==> src/design/rast_pkg.sv <==
// shared constants for the raster pixel writer
package rast_pkg;

	// register port
	localparam int          ADDR_W     = 8;
	localparam logic [7:0]  OFF_CTRL   = 8'h00;
	localparam logic [7:0]  OFF_TWID   = 8'h04;
	localparam logic [7:0]  OFF_MODES  = 8'h08;
	localparam logic [7:0]  OFF_CLRCOL = 8'h0c;
	localparam logic [7:0]  OFF_STATUS = 8'h10;
	localparam logic [7:0]  OFF_DRAWN  = 8'h14;
	localparam logic [7:0]  OFF_HIDDEN = 8'h18;

	// control bit positions
	localparam int          CTL_DEPTH  = 0;
	localparam int          CTL_DITHER = 1;
	localparam int          CTL_WMASK  = 2;
	localparam int          CTL_BACK   = 3;
	localparam logic [3:0]  CTRL_RST   = 4'h0;
	localparam logic [31:0] MODES_RST  = 32'h0;

	// mode table entry bits
	localparam int          MD_RGB     = 0;
	localparam int          MD_DBL     = 1;

	// pixel word layout
	localparam int          PIX_W      = 56;
	localparam int          COL_LSB    = 0;
	localparam int          WID_LSB    = 24;
	localparam int          OVL_LSB    = 28;
	localparam int          Z_LSB      = 32;
	localparam int          Z_W        = 24;
	localparam logic [23:0] Z_FAR      = 24'hffffff;

	// screen geometry
	localparam int          COLS       = 1280;
	localparam int          ROWS       = 1024;
	localparam int          WORD_PIX   = 5;
	localparam int          QUAD_ROWS  = 4;
	localparam logic [7:0]  WORD_LAST  = 8'hff;
	localparam logic [7:0]  GROUP_LAST = 8'hff;
	localparam logic [2:0]  LANE_ALL   = 3'h7;
	localparam int          FRAC       = 12;

	// commands
	localparam logic [1:0]  OP_SPAN    = 2'h0;
	localparam logic [1:0]  OP_LINE    = 2'h1;
	localparam logic [1:0]  OP_CLEAR   = 2'h2;

	// 4 x 4 ordered dither thresholds, row-major, four bits each
	localparam logic [63:0] DITHER_TBL = 64'h5d7f_91b3_6e4c_a280;

	typedef enum {S_IDLE, S_FETCH, S_WAIT, S_TEST, S_CLEAR} state_t;

endpackage : rast_pkg

==> src/design/raster_writer.sv <==
// span, line and clear writer into the interleaved frame and depth buffers
//
// Notes on behaviour
// - with depth test on, nearer pixels write colour and depth, farther ones are dropped
// - depth keeps all 24 bits from command input to stored depth planes
// - base configuration uses 8 colour, 2 window-id and 2 overlay planes
// - extended configuration uses 24 colour, 4 window-id, 4 overlay, 24 depth planes
// - depth planes are used only when the 24-bit colour option exists
// - 8-bit colour draws colour index only, 8-bit single or 4-bit double
// - 24-bit colour offers RGB or index, single 24-bit or double 12-bit
// - each span or line write touches only the planes of the active drawing mode
// - shaded colours may be dithered by a 4 x 4 positional pattern
// - stored window id masks pixels against the target window
// - stored window id selects colour format and buffering per pixel
// - spans and lines are iterated from slopes into colour and depth planes
// - pixel array is 1280 columns by 1024 rows
// - overlay planes are 2 or 4 per pixel by configuration and never drawn
// - a fast clear fills whole words on four rows at once
// - five-pixel words, lanes written in turn, depth at the same address
module raster_writer #(
	parameter int HAS_EXT = 1
) (
	// clock and reset
	input  logic                         CLK_SYS,
	input  logic                         RESET,
	// register port
	input  logic [rast_pkg::ADDR_W-1:0]  REG_ADDR,
	input  logic [31:0]                  REG_WDATA,
	input  logic                         REG_WR,
	input  logic                         REG_RD,
	output logic [31:0]                  REG_RDATA,
	// commands from the geometry engine
	input  logic                         CMD_VALID,
	output logic                         CMD_READY,
	input  logic [1:0]                   CMD_OP,
	input  logic [10:0]                  CMD_X,
	input  logic [9:0]                   CMD_Y,
	input  logic [23:0]                  CMD_COLOR,
	input  logic [23:0]                  CMD_Z,
	input  logic [15:0]                  CMD_DX,
	input  logic [15:0]                  CMD_DY,
	input  logic [15:0]                  CMD_DR,
	input  logic [15:0]                  CMD_DG,
	input  logic [15:0]                  CMD_DB,
	input  logic [31:0]                  CMD_DZ,
	input  logic [10:0]                  CMD_COUNT,
	// frame and depth buffer memory
	output logic [17:0]                  FB_ADDR,
	output logic [2:0]                   FB_LANE,
	output logic                         FB_RD,
	input  logic [rast_pkg::PIX_W-1:0]   FB_RDATA,
	output logic                         FB_WR,
	output logic [rast_pkg::PIX_W-1:0]   FB_WDATA,
	output logic [rast_pkg::PIX_W-1:0]   FB_WMASK,
	output logic                         FB_QUAD
);
	import rast_pkg::*;

	if (HAS_EXT != 0 && HAS_EXT != 1) begin : g_chk
		$error("HAS_EXT must be 0 or 1");
	end

	////////////////////////////////////////////////////////////////////////
	// decoding helpers

	function automatic logic [7:0] word_of(input logic [10:0] x);
		logic [27:0] p;
		p = 28'(x) * 28'd52429;
		return p[25:18];
	endfunction : word_of

	function automatic logic [2:0] lane_of(input logic [10:0] x);
		logic [10:0] t;
		t = x - 11'(word_of(x)) * 11'd5;
		return t[2:0];
	endfunction : lane_of

	function automatic logic [23:0] sext16(input logic [15:0] v);
		return {{8{v[15]}}, v};
	endfunction : sext16

	////////////////////////////////////////////////////////////////////////
	// state

	state_t      state_reg;
	logic [3:0]  ctrl_reg;
	logic [3:0]  twid_reg;
	logic [31:0] modes_reg;
	logic [23:0] clrcol_reg;
	logic [15:0] drawn_reg;
	logic [15:0] hidden_reg;
	logic [31:0] rdata_reg;
	logic [23:0] x_reg;
	logic [23:0] y_reg;
	logic [15:0] r_reg;
	logic [15:0] g_reg;
	logic [15:0] b_reg;
	logic [31:0] z_reg;
	logic [15:0] dx_reg;
	logic [15:0] dy_reg;
	logic [15:0] dr_reg;
	logic [15:0] dg_reg;
	logic [15:0] db_reg;
	logic [31:0] dz_reg;
	logic [10:0] left_reg;
	logic [7:0]  cword_reg;
	logic [7:0]  cgroup_reg;
	logic [17:0] fb_addr_reg;
	logic [2:0]  fb_lane_reg;
	logic        fb_rd_reg;
	logic        fb_wr_reg;
	logic [55:0] fb_wdata_reg;
	logic [55:0] fb_wmask_reg;
	logic        fb_quad_reg;

	logic [10:0] px;
	logic [9:0]  py;
	logic [23:0] z_new;
	logic [3:0]  wid_old;
	logic [1:0]  mode;
	logic        depth_on;
	logic        visible;
	logic        wid_ok;
	logic        pass;
	logic [7:0]  d8 [3];
	logic [3:0]  d4 [3];
	logic [23:0] col_data;
	logic [23:0] col_mask;
	logic [23:0] ci;

	assign px        = x_reg[FRAC+10:FRAC];
	assign py        = y_reg[FRAC+9:FRAC];
	assign z_new     = z_reg[31:8];
	assign depth_on  = ctrl_reg[CTL_DEPTH] && (HAS_EXT == 1);
	assign CMD_READY = (state_reg == S_IDLE);

	////////////////////////////////////////////////////////////////////////
	// register port

	always_ff @(posedge CLK_SYS or posedge RESET) begin
		if (RESET) begin
			ctrl_reg   <= CTRL_RST;
			twid_reg   <= 4'h0;
			modes_reg  <= MODES_RST;
			clrcol_reg <= 24'h0;
		end else if (REG_WR) begin
			case (REG_ADDR)
				OFF_CTRL:   ctrl_reg   <= REG_WDATA[3:0];
				OFF_TWID:   twid_reg   <= REG_WDATA[3:0];
				OFF_MODES:  modes_reg  <= REG_WDATA;
				OFF_CLRCOL: clrcol_reg <= REG_WDATA[23:0];
				default:    ;
			endcase
		end
	end

	always_ff @(posedge CLK_SYS or posedge RESET) begin
		if (RESET) begin
			rdata_reg <= 32'h0;
		end else if (REG_RD) begin
			case (REG_ADDR)
				OFF_CTRL:   rdata_reg <= {28'h0, ctrl_reg};
				OFF_TWID:   rdata_reg <= {28'h0, twid_reg};
				OFF_MODES:  rdata_reg <= modes_reg;
				OFF_CLRCOL: rdata_reg <= {8'h0, clrcol_reg};
				OFF_STATUS: rdata_reg <= {30'h0, HAS_EXT[0], state_reg != S_IDLE};
				OFF_DRAWN:  rdata_reg <= {16'h0, drawn_reg};
				OFF_HIDDEN: rdata_reg <= {16'h0, hidden_reg};
				default:    rdata_reg <= 32'h0;
			endcase
		end else begin
			rdata_reg <= 32'h0;
		end
	end

	assign REG_RDATA = rdata_reg;

	////////////////////////////////////////////////////////////////////////
	// pixel verdict and colour packing

	always_comb begin
		wid_old = (HAS_EXT == 1) ? FB_RDATA[WID_LSB +: 4] : {2'b00, FB_RDATA[WID_LSB +: 2]};
		mode    = modes_reg[{wid_old, 1'b0} +: 2];
	end

	depth_gate u_gate (
		.z_new    (z_new),
		.z_old    (FB_RDATA[Z_LSB +: Z_W]),
		.depth_on (depth_on),
		.wid_old  (wid_old),
		.wid_tgt  (twid_reg),
		.mask_on  (ctrl_reg[CTL_WMASK]),
		.visible  (visible),
		.wid_ok   (wid_ok),
		.pass     (pass)
	);

	for (genvar i = 0; i < 3; i++) begin : g_dith
		logic [15:0] comp;
		assign comp = (i == 0) ? r_reg : (i == 1) ? g_reg : b_reg;
		dither_cell u_dith (
			.comp   (comp),
			.px     (px[1:0]),
			.py     (py[1:0]),
			.enable (ctrl_reg[CTL_DITHER]),
			.out8   (d8[i]),
			.out4   (d4[i])
		);
	end

	always_comb begin
		ci       = {b_reg[15:8], g_reg[15:8], r_reg[15:8]};
		col_data = 24'h0;
		col_mask = 24'h0;
		if (HAS_EXT == 0) begin
			if (mode[MD_DBL]) begin
				col_data = ctrl_reg[CTL_BACK] ? {16'h0, ci[3:0], 4'h0} : {20'h0, ci[3:0]};
				col_mask = ctrl_reg[CTL_BACK] ? 24'h0000f0 : 24'h00000f;
			end else begin
				col_data = {16'h0, ci[7:0]};
				col_mask = 24'h0000ff;
			end
		end else begin
			case (mode)
				2'b01:   col_data = {d8[2], d8[1], d8[0]};
				2'b11:   col_data = {2{d4[2], d4[1], d4[0]}};
				2'b10:   col_data = {2{ci[11:0]}};
				default: col_data = ci;
			endcase
			if (mode[MD_DBL]) begin
				col_mask = ctrl_reg[CTL_BACK] ? 24'hfff000 : 24'h000fff;
			end else begin
				col_mask = 24'hffffff;
			end
		end
	end

	////////////////////////////////////////////////////////////////////////
	// sequencer

	always_ff @(posedge CLK_SYS or posedge RESET) begin
		if (RESET) begin
			state_reg <= S_IDLE;
		end else begin
			case (state_reg)
				S_IDLE: begin
					if (CMD_VALID) begin
						state_reg <= (CMD_OP == OP_CLEAR) ? S_CLEAR : S_FETCH;
					end
				end
				S_FETCH: state_reg <= S_WAIT;
				S_WAIT:  state_reg <= S_TEST;
				S_TEST:  state_reg <= (left_reg == 11'h0) ? S_IDLE : S_FETCH;
				S_CLEAR: begin
					if (cword_reg == WORD_LAST && cgroup_reg == GROUP_LAST) begin
						state_reg <= S_IDLE;
					end
				end
				default: state_reg <= S_IDLE;
			endcase
		end
	end

	// iterators, loaded from the command and stepped after each pixel
	always_ff @(posedge CLK_SYS or posedge RESET) begin
		if (RESET) begin
			{x_reg, y_reg, z_reg, dz_reg} <= '0;
			{r_reg, g_reg, b_reg}         <= '0;
			{dx_reg, dy_reg}              <= '0;
			{dr_reg, dg_reg, db_reg}      <= '0;
			left_reg                      <= 11'h0;
		end else if (state_reg == S_IDLE && CMD_VALID) begin
			x_reg    <= {1'b0, CMD_X, 12'h000};
			y_reg    <= {2'b00, CMD_Y, 12'h000};
			r_reg    <= {CMD_COLOR[7:0], 8'h80};
			g_reg    <= {CMD_COLOR[15:8], 8'h80};
			b_reg    <= {CMD_COLOR[23:16], 8'h80};
			z_reg    <= {CMD_Z, 8'h00};
			dx_reg   <= (CMD_OP == OP_SPAN) ? 16'h1000 : CMD_DX;
			dy_reg   <= (CMD_OP == OP_SPAN) ? 16'h0000 : CMD_DY;
			dr_reg   <= CMD_DR;
			dg_reg   <= CMD_DG;
			db_reg   <= CMD_DB;
			dz_reg   <= CMD_DZ;
			left_reg <= CMD_COUNT;
		end else if (state_reg == S_TEST) begin
			x_reg    <= x_reg + sext16(dx_reg);
			y_reg    <= y_reg + sext16(dy_reg);
			r_reg    <= r_reg + dr_reg;
			g_reg    <= g_reg + dg_reg;
			b_reg    <= b_reg + db_reg;
			z_reg    <= z_reg + dz_reg;
			left_reg <= left_reg - 11'h1;
		end
	end

	// clear walk over word columns and four-row groups
	always_ff @(posedge CLK_SYS or posedge RESET) begin
		if (RESET) begin
			cword_reg  <= 8'h0;
			cgroup_reg <= 8'h0;
		end else if (state_reg == S_CLEAR) begin
			cword_reg <= cword_reg + 8'h1;
			if (cword_reg == WORD_LAST) begin
				cgroup_reg <= cgroup_reg + 8'h1;
			end
		end else begin
			cword_reg  <= 8'h0;
			cgroup_reg <= 8'h0;
		end
	end

	////////////////////////////////////////////////////////////////////////
	// frame buffer port

	always_ff @(posedge CLK_SYS or posedge RESET) begin
		if (RESET) begin
			fb_addr_reg  <= 18'h0;
			fb_lane_reg  <= 3'h0;
			fb_rd_reg    <= 1'b0;
			fb_wr_reg    <= 1'b0;
			fb_wdata_reg <= '0;
			fb_wmask_reg <= '0;
			fb_quad_reg  <= 1'b0;
		end else begin
			fb_rd_reg   <= 1'b0;
			fb_wr_reg   <= 1'b0;
			fb_quad_reg <= 1'b0;
			case (state_reg)
				S_FETCH: begin
					fb_addr_reg <= {py, word_of(px)};
					fb_lane_reg <= lane_of(px);
					fb_rd_reg   <= (px < 11'(COLS));
				end
				S_TEST: begin
					fb_wr_reg    <= pass && (px < 11'(COLS));
					fb_wdata_reg <= {z_new, 8'h00, col_data};
					fb_wmask_reg <= {depth_on ? 24'hffffff : 24'h0, 8'h00, col_mask};
				end
				S_CLEAR: begin
					fb_addr_reg  <= {cgroup_reg, 2'b00, cword_reg};
					fb_lane_reg  <= LANE_ALL;
					fb_wr_reg    <= 1'b1;
					fb_quad_reg  <= 1'b1;
					fb_wdata_reg <= {Z_FAR, 8'h00, clrcol_reg};
					fb_wmask_reg <= {depth_on ? 24'hffffff : 24'h0, 8'h00,
						(HAS_EXT == 1) ? 24'hffffff : 24'h0000ff};
				end
				default: ;
			endcase
		end
	end

	assign FB_ADDR  = fb_addr_reg;
	assign FB_LANE  = fb_lane_reg;
	assign FB_RD    = fb_rd_reg;
	assign FB_WR    = fb_wr_reg;
	assign FB_WDATA = fb_wdata_reg;
	assign FB_WMASK = fb_wmask_reg;
	assign FB_QUAD  = fb_quad_reg;

	// drawn and hidden pixel counters
	always_ff @(posedge CLK_SYS or posedge RESET) begin
		if (RESET) begin
			drawn_reg  <= 16'h0;
			hidden_reg <= 16'h0;
		end else if (state_reg == S_TEST && px < 11'(COLS)) begin
			if (pass) begin
				drawn_reg <= drawn_reg + 16'h1;
			end else if (!visible) begin
				hidden_reg <= hidden_reg + 16'h1;
			end
		end
	end
endmodule : raster_writer

==> src/design/dither_cell.sv <==
// positional dither of one 8.8 colour component
module dither_cell (
	// component and position
	input  logic [15:0] comp,
	input  logic [1:0]  px,
	input  logic [1:0]  py,
	input  logic        enable,
	// dithered results
	output logic [7:0]  out8,
	output logic [3:0]  out4
);
	import rast_pkg::*;

	logic [3:0] thr;
	logic       up8;
	logic       up4;

	always_comb begin
		thr  = DITHER_TBL[{py, px, 2'b00} +: 4];
		up8  = enable && (comp[7:4] > thr);
		up4  = enable && (comp[11:8] > thr);
		out8 = (up8 && comp[15:8] != 8'hff) ? comp[15:8] + 8'h01 : comp[15:8];
		out4 = (up4 && comp[15:12] != 4'hf) ? comp[15:12] + 4'h1 : comp[15:12];
	end

endmodule : dither_cell

==> src/design/depth_gate.sv <==
// depth test and window mask for one pixel
module depth_gate (
	// depth
	input  logic [23:0] z_new,
	input  logic [23:0] z_old,
	input  logic        depth_on,
	// window identifier
	input  logic [3:0]  wid_old,
	input  logic [3:0]  wid_tgt,
	input  logic        mask_on,
	// verdict
	output logic        visible,
	output logic        wid_ok,
	output logic        pass
);
	always_comb begin
		visible = !depth_on || (z_new < z_old);
		wid_ok  = !mask_on || (wid_old == wid_tgt);
		pass    = visible && wid_ok;
	end

endmodule : depth_gate

==> config.mk <==
export PLATFORM = sky130hd
export DESIGN_NAME = raster_writer
export DESIGN_NICKNAME = d
export VERILOG_FILES = /design/src/design/rast_pkg.sv /design/src/design/raster_writer.sv /design/src/design/dither_cell.sv /design/src/design/depth_gate.sv
export SDC_FILE = /design/constraint.sdc
export NUM_CORES = 2
export LEC_CHECK = 0
export ABC_CLOCK_PERIOD_IN_PS = 17500
export BUFFER_PORTS_ARGS = -buffer_cell sky130_fd_sc_hd__buf_2
export CAP_MARGIN = 40
export CORE_MARGIN = 2
export CORE_UTILIZATION = 53
export CTS_CLUSTER_DIAMETER = 120
export CTS_CLUSTER_SIZE = 14
export DETAILED_ROUTE_END_ITERATION = 7
export PLACE_DENSITY = 0.87
export SYNTH_ARGS = -nofsm -noshare
export SYNTH_HDL_FRONTEND = slang
export SYNTH_HIERARCHICAL = 1
export SYNTH_SLANG_ARGS = --single-unit
==> constraint.sdc <==
create_clock -name CLK_SYS -period 17.5 [get_ports CLK_SYS]
set_input_delay 3.5 -clock CLK_SYS [delete_from_list [all_inputs] [get_ports CLK_SYS]]
set_output_delay 3.5 -clock CLK_SYS [all_outputs]
set_load 0.005 [all_outputs]
# Word level (Yosys, flattened, before mapping)
# Cells that the tools add are included.
[totals]
regBits = 563
inputBits = 295
output_inout_bits = 169
wordCells = 170
[classes]
n_addsub = 18
multipliers = 2
order_cmp = 8
n_eq_ne = 28
shift = 2
muxes = 43
bitwise = 2
reduce_logical = 37
[op_table]
columns = ["op", "n"]
rows = [
  ["32-bit one-hot mux with 7 select lines", 1],
  ["56-bit one-hot mux with 2 select lines", 2],
  ["24-bit two-way mux", 7],
  ["32-bit two-way mux", 5],
  ["32-bit one-hot mux with 5 select lines", 1],
  ["16-bit two-way mux", 8],
  ["24-bit one-hot mux with 3 select lines", 1],
  ["32-bit by 2-bit equality test with 1-bit output (second input constant)", 2],
  ["32-bit by 3-bit equality test with 1-bit output (second input constant)", 2],
  ["32-bit logical NOT", 2],
  ["64-bit by 7-bit variable part select with 4-bit output (first input constant)", 1],
  ["16-bit adder", 3],
  ["24-bit adder", 2],
  ["8-bit two-way mux", 6],
  ["8-bit by 1-bit adder with 8-bit output (second input constant)", 5],
  ["18-bit one-hot mux with 2 select lines", 1],
  ["16-bit by 1-bit adder with 16-bit output (second input constant)", 2],
  ["32-bit adder", 1],
  ["32-bit by 1-bit equality test with 1-bit output (second input constant)", 1],
  ["32-bit by 4-bit equality test with 1-bit output (second input constant)", 1],
  ["32-bit nonzero test", 1],
  ["32-bit by 6-bit variable part select with 2-bit output", 1],
  ["11-bit by 16-bit multiplier with 26-bit output (second input constant)", 1],
  ["8-bit by 5-bit equality test with 1-bit output (second input constant)", 3],
  ["32 further kinds", 80],
]

# Logic depth before layout (Yosys ltp)
[depth]
ltp_word = 7
ltp_mapped = 25
ltp_nobuf = 25

# Cells and area by module
# The synthesis kept the hierarchy.
[by_module_without_submodules]
columns = ["module", "instances", "cells_each", "area_each_um2"]
rows = [
  ["raster_writer", 1, 2966, 28110.7],
  ["dither_cell at g_dith[0].u_dith ...", 2, 57, 486.7],
  ["depth_gate", 1, 90, 676.9],
  ["dither_cell at g_dith[2].u_dith", 1, 63, 481.7],
]

# Worst setup path before layout
# Ideal clock, no wire load.
[synth_path]
path_type = "input to register"
startpoint = "in FB_RDATA[55] (netlist bit)"
endpoint = "reg hidden_reg[15]"
setup_ns = 0.123
arrival_ns = 6.084
required_ns = 17.377
setup_slack_ns = 11.294
stages = 13
cell_sequence = "inv_1 ha_1 nand4_1 nor4_1 o311a_1 a221o_1 a21oi_2 nor3_1 nand4_1 or2_2 nor2_1 nand4_1 xnor2_1"
[synth_via]
elab_chain_len = 5
[synth_lines]
columns = ["item", "line_no", "text"]
rows = [
  ["from (decl)", "raster_writer.sv:51", "input logic [rast_pkg::PIX_W-1:0] FB_RDATA,"],
  ["24-bit less-than comparator", "depth_gate.sv:17", "visible = !depth_on || (z_new < z_old);"],
  ["1-bit logical OR", "depth_gate.sv:17", ""],
  ["1-bit logical AND", "depth_gate.sv:19", "pass = visible && wid_ok;"],
  ["named net pass", "raster_writer.sv:124", "logic pass;"],
  ["1-bit NOT (no line)", "n/a", ""],
  ["3-bit AND reduction (no line)", "n/a", ""],
  ["to (signal assigned)", "raster_writer.sv:371", "hidden_reg <= hidden_reg + 16'h1;"],
  ["to (decl)", "raster_writer.sv:91", "logic [15:0] hidden_reg;"],
]
# The timed path passes the listed nets, and every way through them passes these cells.
# A chain may end at the register's enable or synchronous reset.

# Worst setup path in the final report
# Same ends and word-level chain as after synthesis.

==> flow_metrics.py <==
metrics = {
    "sta": {
        "maxSlewHeadroom": 0.297,
        "finalMaxSlewViolations": 0,
        "hold_viol_final": 0,
        "worst_pin_slew_ps": 1060,
        "setup_tns_ps": 0,
        "finalSetupViolations": 0,
        "finClkSkew_ps": 28.4,
        "setup_ws_ps": 10660,
        "rsz0062_at_grt": "no",
        "period_minus_slack_ps": 6840,
        "post-route-period-util": 0.391,
        "max_freq_mhz": 146,
    },
    "worst_setup_path": {
        "worstSetupEndpointType": "register",
        "start_kind": "primary input",
        "path_cells": "buf_2, inv_1, ha_1, nand4_1, nor4_1, o311a_1, a221o_1, a21oi_2, nor3_1, nand4_1, or2_2, nor2_1, nand4_1, xnor2_1",
        "path_class": "primary input to register",
        "r2r_cells": 23,
        "cp.depth": 14,
        "cp_num_buf_inv": 2,
        "crit_end": "hidden_reg[15]",
        "crit_required_ps": 17950,
        "r2r_start": "x_reg[14]",
        "cp_top_family": "simple AND/OR/NAND/NOR gates",
        "max_stage_delay_ps": 700,
        "crit_top_cell": "nand4_1",
        "reg2reg_setup_slack_ps": 11200,
        "slowest_stage": "nor4_1",
        "cp.arrival_ps": 7290,
        "cp_max_fo": 5,
        "startpoint": "FB_RDATA[55]",
        "r2r-end": "FB_LANE[2]",
    },
    "clock_network": {
        "clockBufferDepth": 3,
        "holdBufCountCts": 0,
        "cts_root_buffer": "clkbuf_16",
        "worst_skew_pair.late_latency_ps": 570,
        "cts_made_buffers": 39,
        "ctsResizeCount": 0,
        "path_clk_slew_ps": 70,
        "h-tree-depth": 2,
        "cts_tree": "built",
        "cts_sinks": 470,
        "postCtsSetupBuffers": 0,
    },
    "finish": {
        "drive_above_1_share": 0.180,
        "fillers": 4756,
        "nets": 4114,
        "area_delta_synth_final_pct": 11.3,
        "multiInputGateArea_sq_um": 16900,
        "largest_register_ffs": 48,
        "seq_area_sq_um": 11800,
    },
    "floorplan": {
        "die_h_um": 243,
        "std_cell_rows": 87,
        "core_area_sq_um": 56400,
        "floorplan.initialDensity": 0.536,
        "design.die.area_sq_um": 59000,
        "pin_count": 464,
        "die_x_um": 243,
    },
    "route": {
        "routed_wl_um": 82800,
        "firstDrtPassIters": 7,
        "drc_errors": 0,
        "wl_per_cell_um": 19.3,
        "vias_per_cell": 5.84,
        "antenna_left": 0,
        "vias": 25100,
        "drtIter0Drc": 2067,
    },
    "yosys": {
        "syn_inst": 3233,
        "synth.area.top_cells": "dfrtp_1 (39%), ha_1 (10%), nand2_1 (7.3%)",
        "synth-edff-count": 0,
        "syn_area_per_cell_sq_um": 9.35,
        "synth_top_cell_area_share": 0.389,
        "async_flop_share": 1.00,
        "syn-cell-area_sq_um": 30200,
        "synth_top_flop_cell": "dfrtp_1",
        "yosysTopAreaCell": "dfrtp_1",
        "yosysMostFrequentCell": "nand2_1",
        "synthTopCellsByCount": "nand2_1 (591), dfrtp_1 (470), ha_1 (247), o21ai_0 (175), inv_1 (168)",
        "synth_cell_types": 86,
        "yosys_warnings": 6,
        "yosys_register_bits": 470,
        "ys_seq_area_frac": 0.389,
    },
    "placement": {
        "portBuffers": 419,
        "place_ws_ps": 10120,
        "gp_congestion": 0.936,
        "hpwl_um": 60700,
    },
    "hold_path": {
        "worstHoldPathType": "register to register",
    },
    "global_routing": {
        "grt_pass1_vias": 24100,
        "antenna_found_initial": 21,
        "grtUsageTotal": 0.277,
        "grt_max_degree": 206,
        "overflow": 0,
        "grt_pass1_wl_um": 130000,
    },
    "run_status": {
        "status": "finished, final reports clean",
    },
    "run": {
        "max_cap_violations": 0,
    },
}
[per-layer routing]
layer	global-route usage	routed length, um
met5	0	70
met4	0.114	3330
met3	0.0583	6720
met2	0.424	36900
met1	0.384	35800
[through the flow]
stage	hold slack [ps]	utilization	instance area, sq um	instances
6_report	473	0.597	33700	4296
2_1_floorplan	443	-	30300	3248
4_1_cts	478	0.596	33600	4283
5_1_grt	493	0.597	33700	4294
3_5_place_dp	461	0.579	32600	4242
3_3_place_gp	454	0.577	32500	4238
[cell usage in the layout (no fill, tap or decap), types with 81 or more instances in the layout]
cell type	netlist	layout
xnor2_1	91	91
buf_2	8	419
nand2_1	591	590
inv_1	168	167
o21ai_0	175	175
nand3_1	136	136
ha_1	247	247
a21oi_1	136	136
nor2_1	135	135
mux2_2	81	81
dfrtp_1	470	470
[logic make-up after synthesis]
group	share of synthesized area
simple gates	0.167
compound gates	0.146
flops	0.389
buf+inv	0.0542
fa+ha+maj	0.132
xor+xnor	0.0487
mux	0.0638
other cells	0.000124
[worst min path at each step]
| stage | to | slack, ps | cells after the start | start |
|---|---|---|---|---|
| CTS | FB_ADDR[11] | 480 | 2 | FB_ADDR[11] |
| detailed placement | FB_ADDR[11] | 460 | 2 | FB_ADDR[11] |
| finish | FB_ADDR[11] | 470 | 2 | FB_ADDR[11] |
| global placement | dy_reg[12] | 450 | 2 | dy_reg[12] |
| floorplan | dx_reg[0] | 440 | 2 | dx_reg[0] |
| global route | FB_ADDR[11] | 490 | 2 | FB_ADDR[11] |
[final cells by class]
class	count	area share
Clock buffer	39	0.0290
Clock inverter	2	0.000520
Timing Repair Buffer	441	0.0703
Antenna cell	13	0.000967
Inverter	168	0.0190
Sequential cell	470	0.349
Multi-Input combinational cell	2407	0.503
Tap cell	756	0.0281
[tightest hold or removal path, stage by stage (launching register included)]
cell,delay (ps)
dfrtp_1,340
nand2_1,50
nand2_1,50
Power is left out: the tool's default activity adds up to more than one toggle a clock period on the data nets, which glitch-free logic cannot reach.
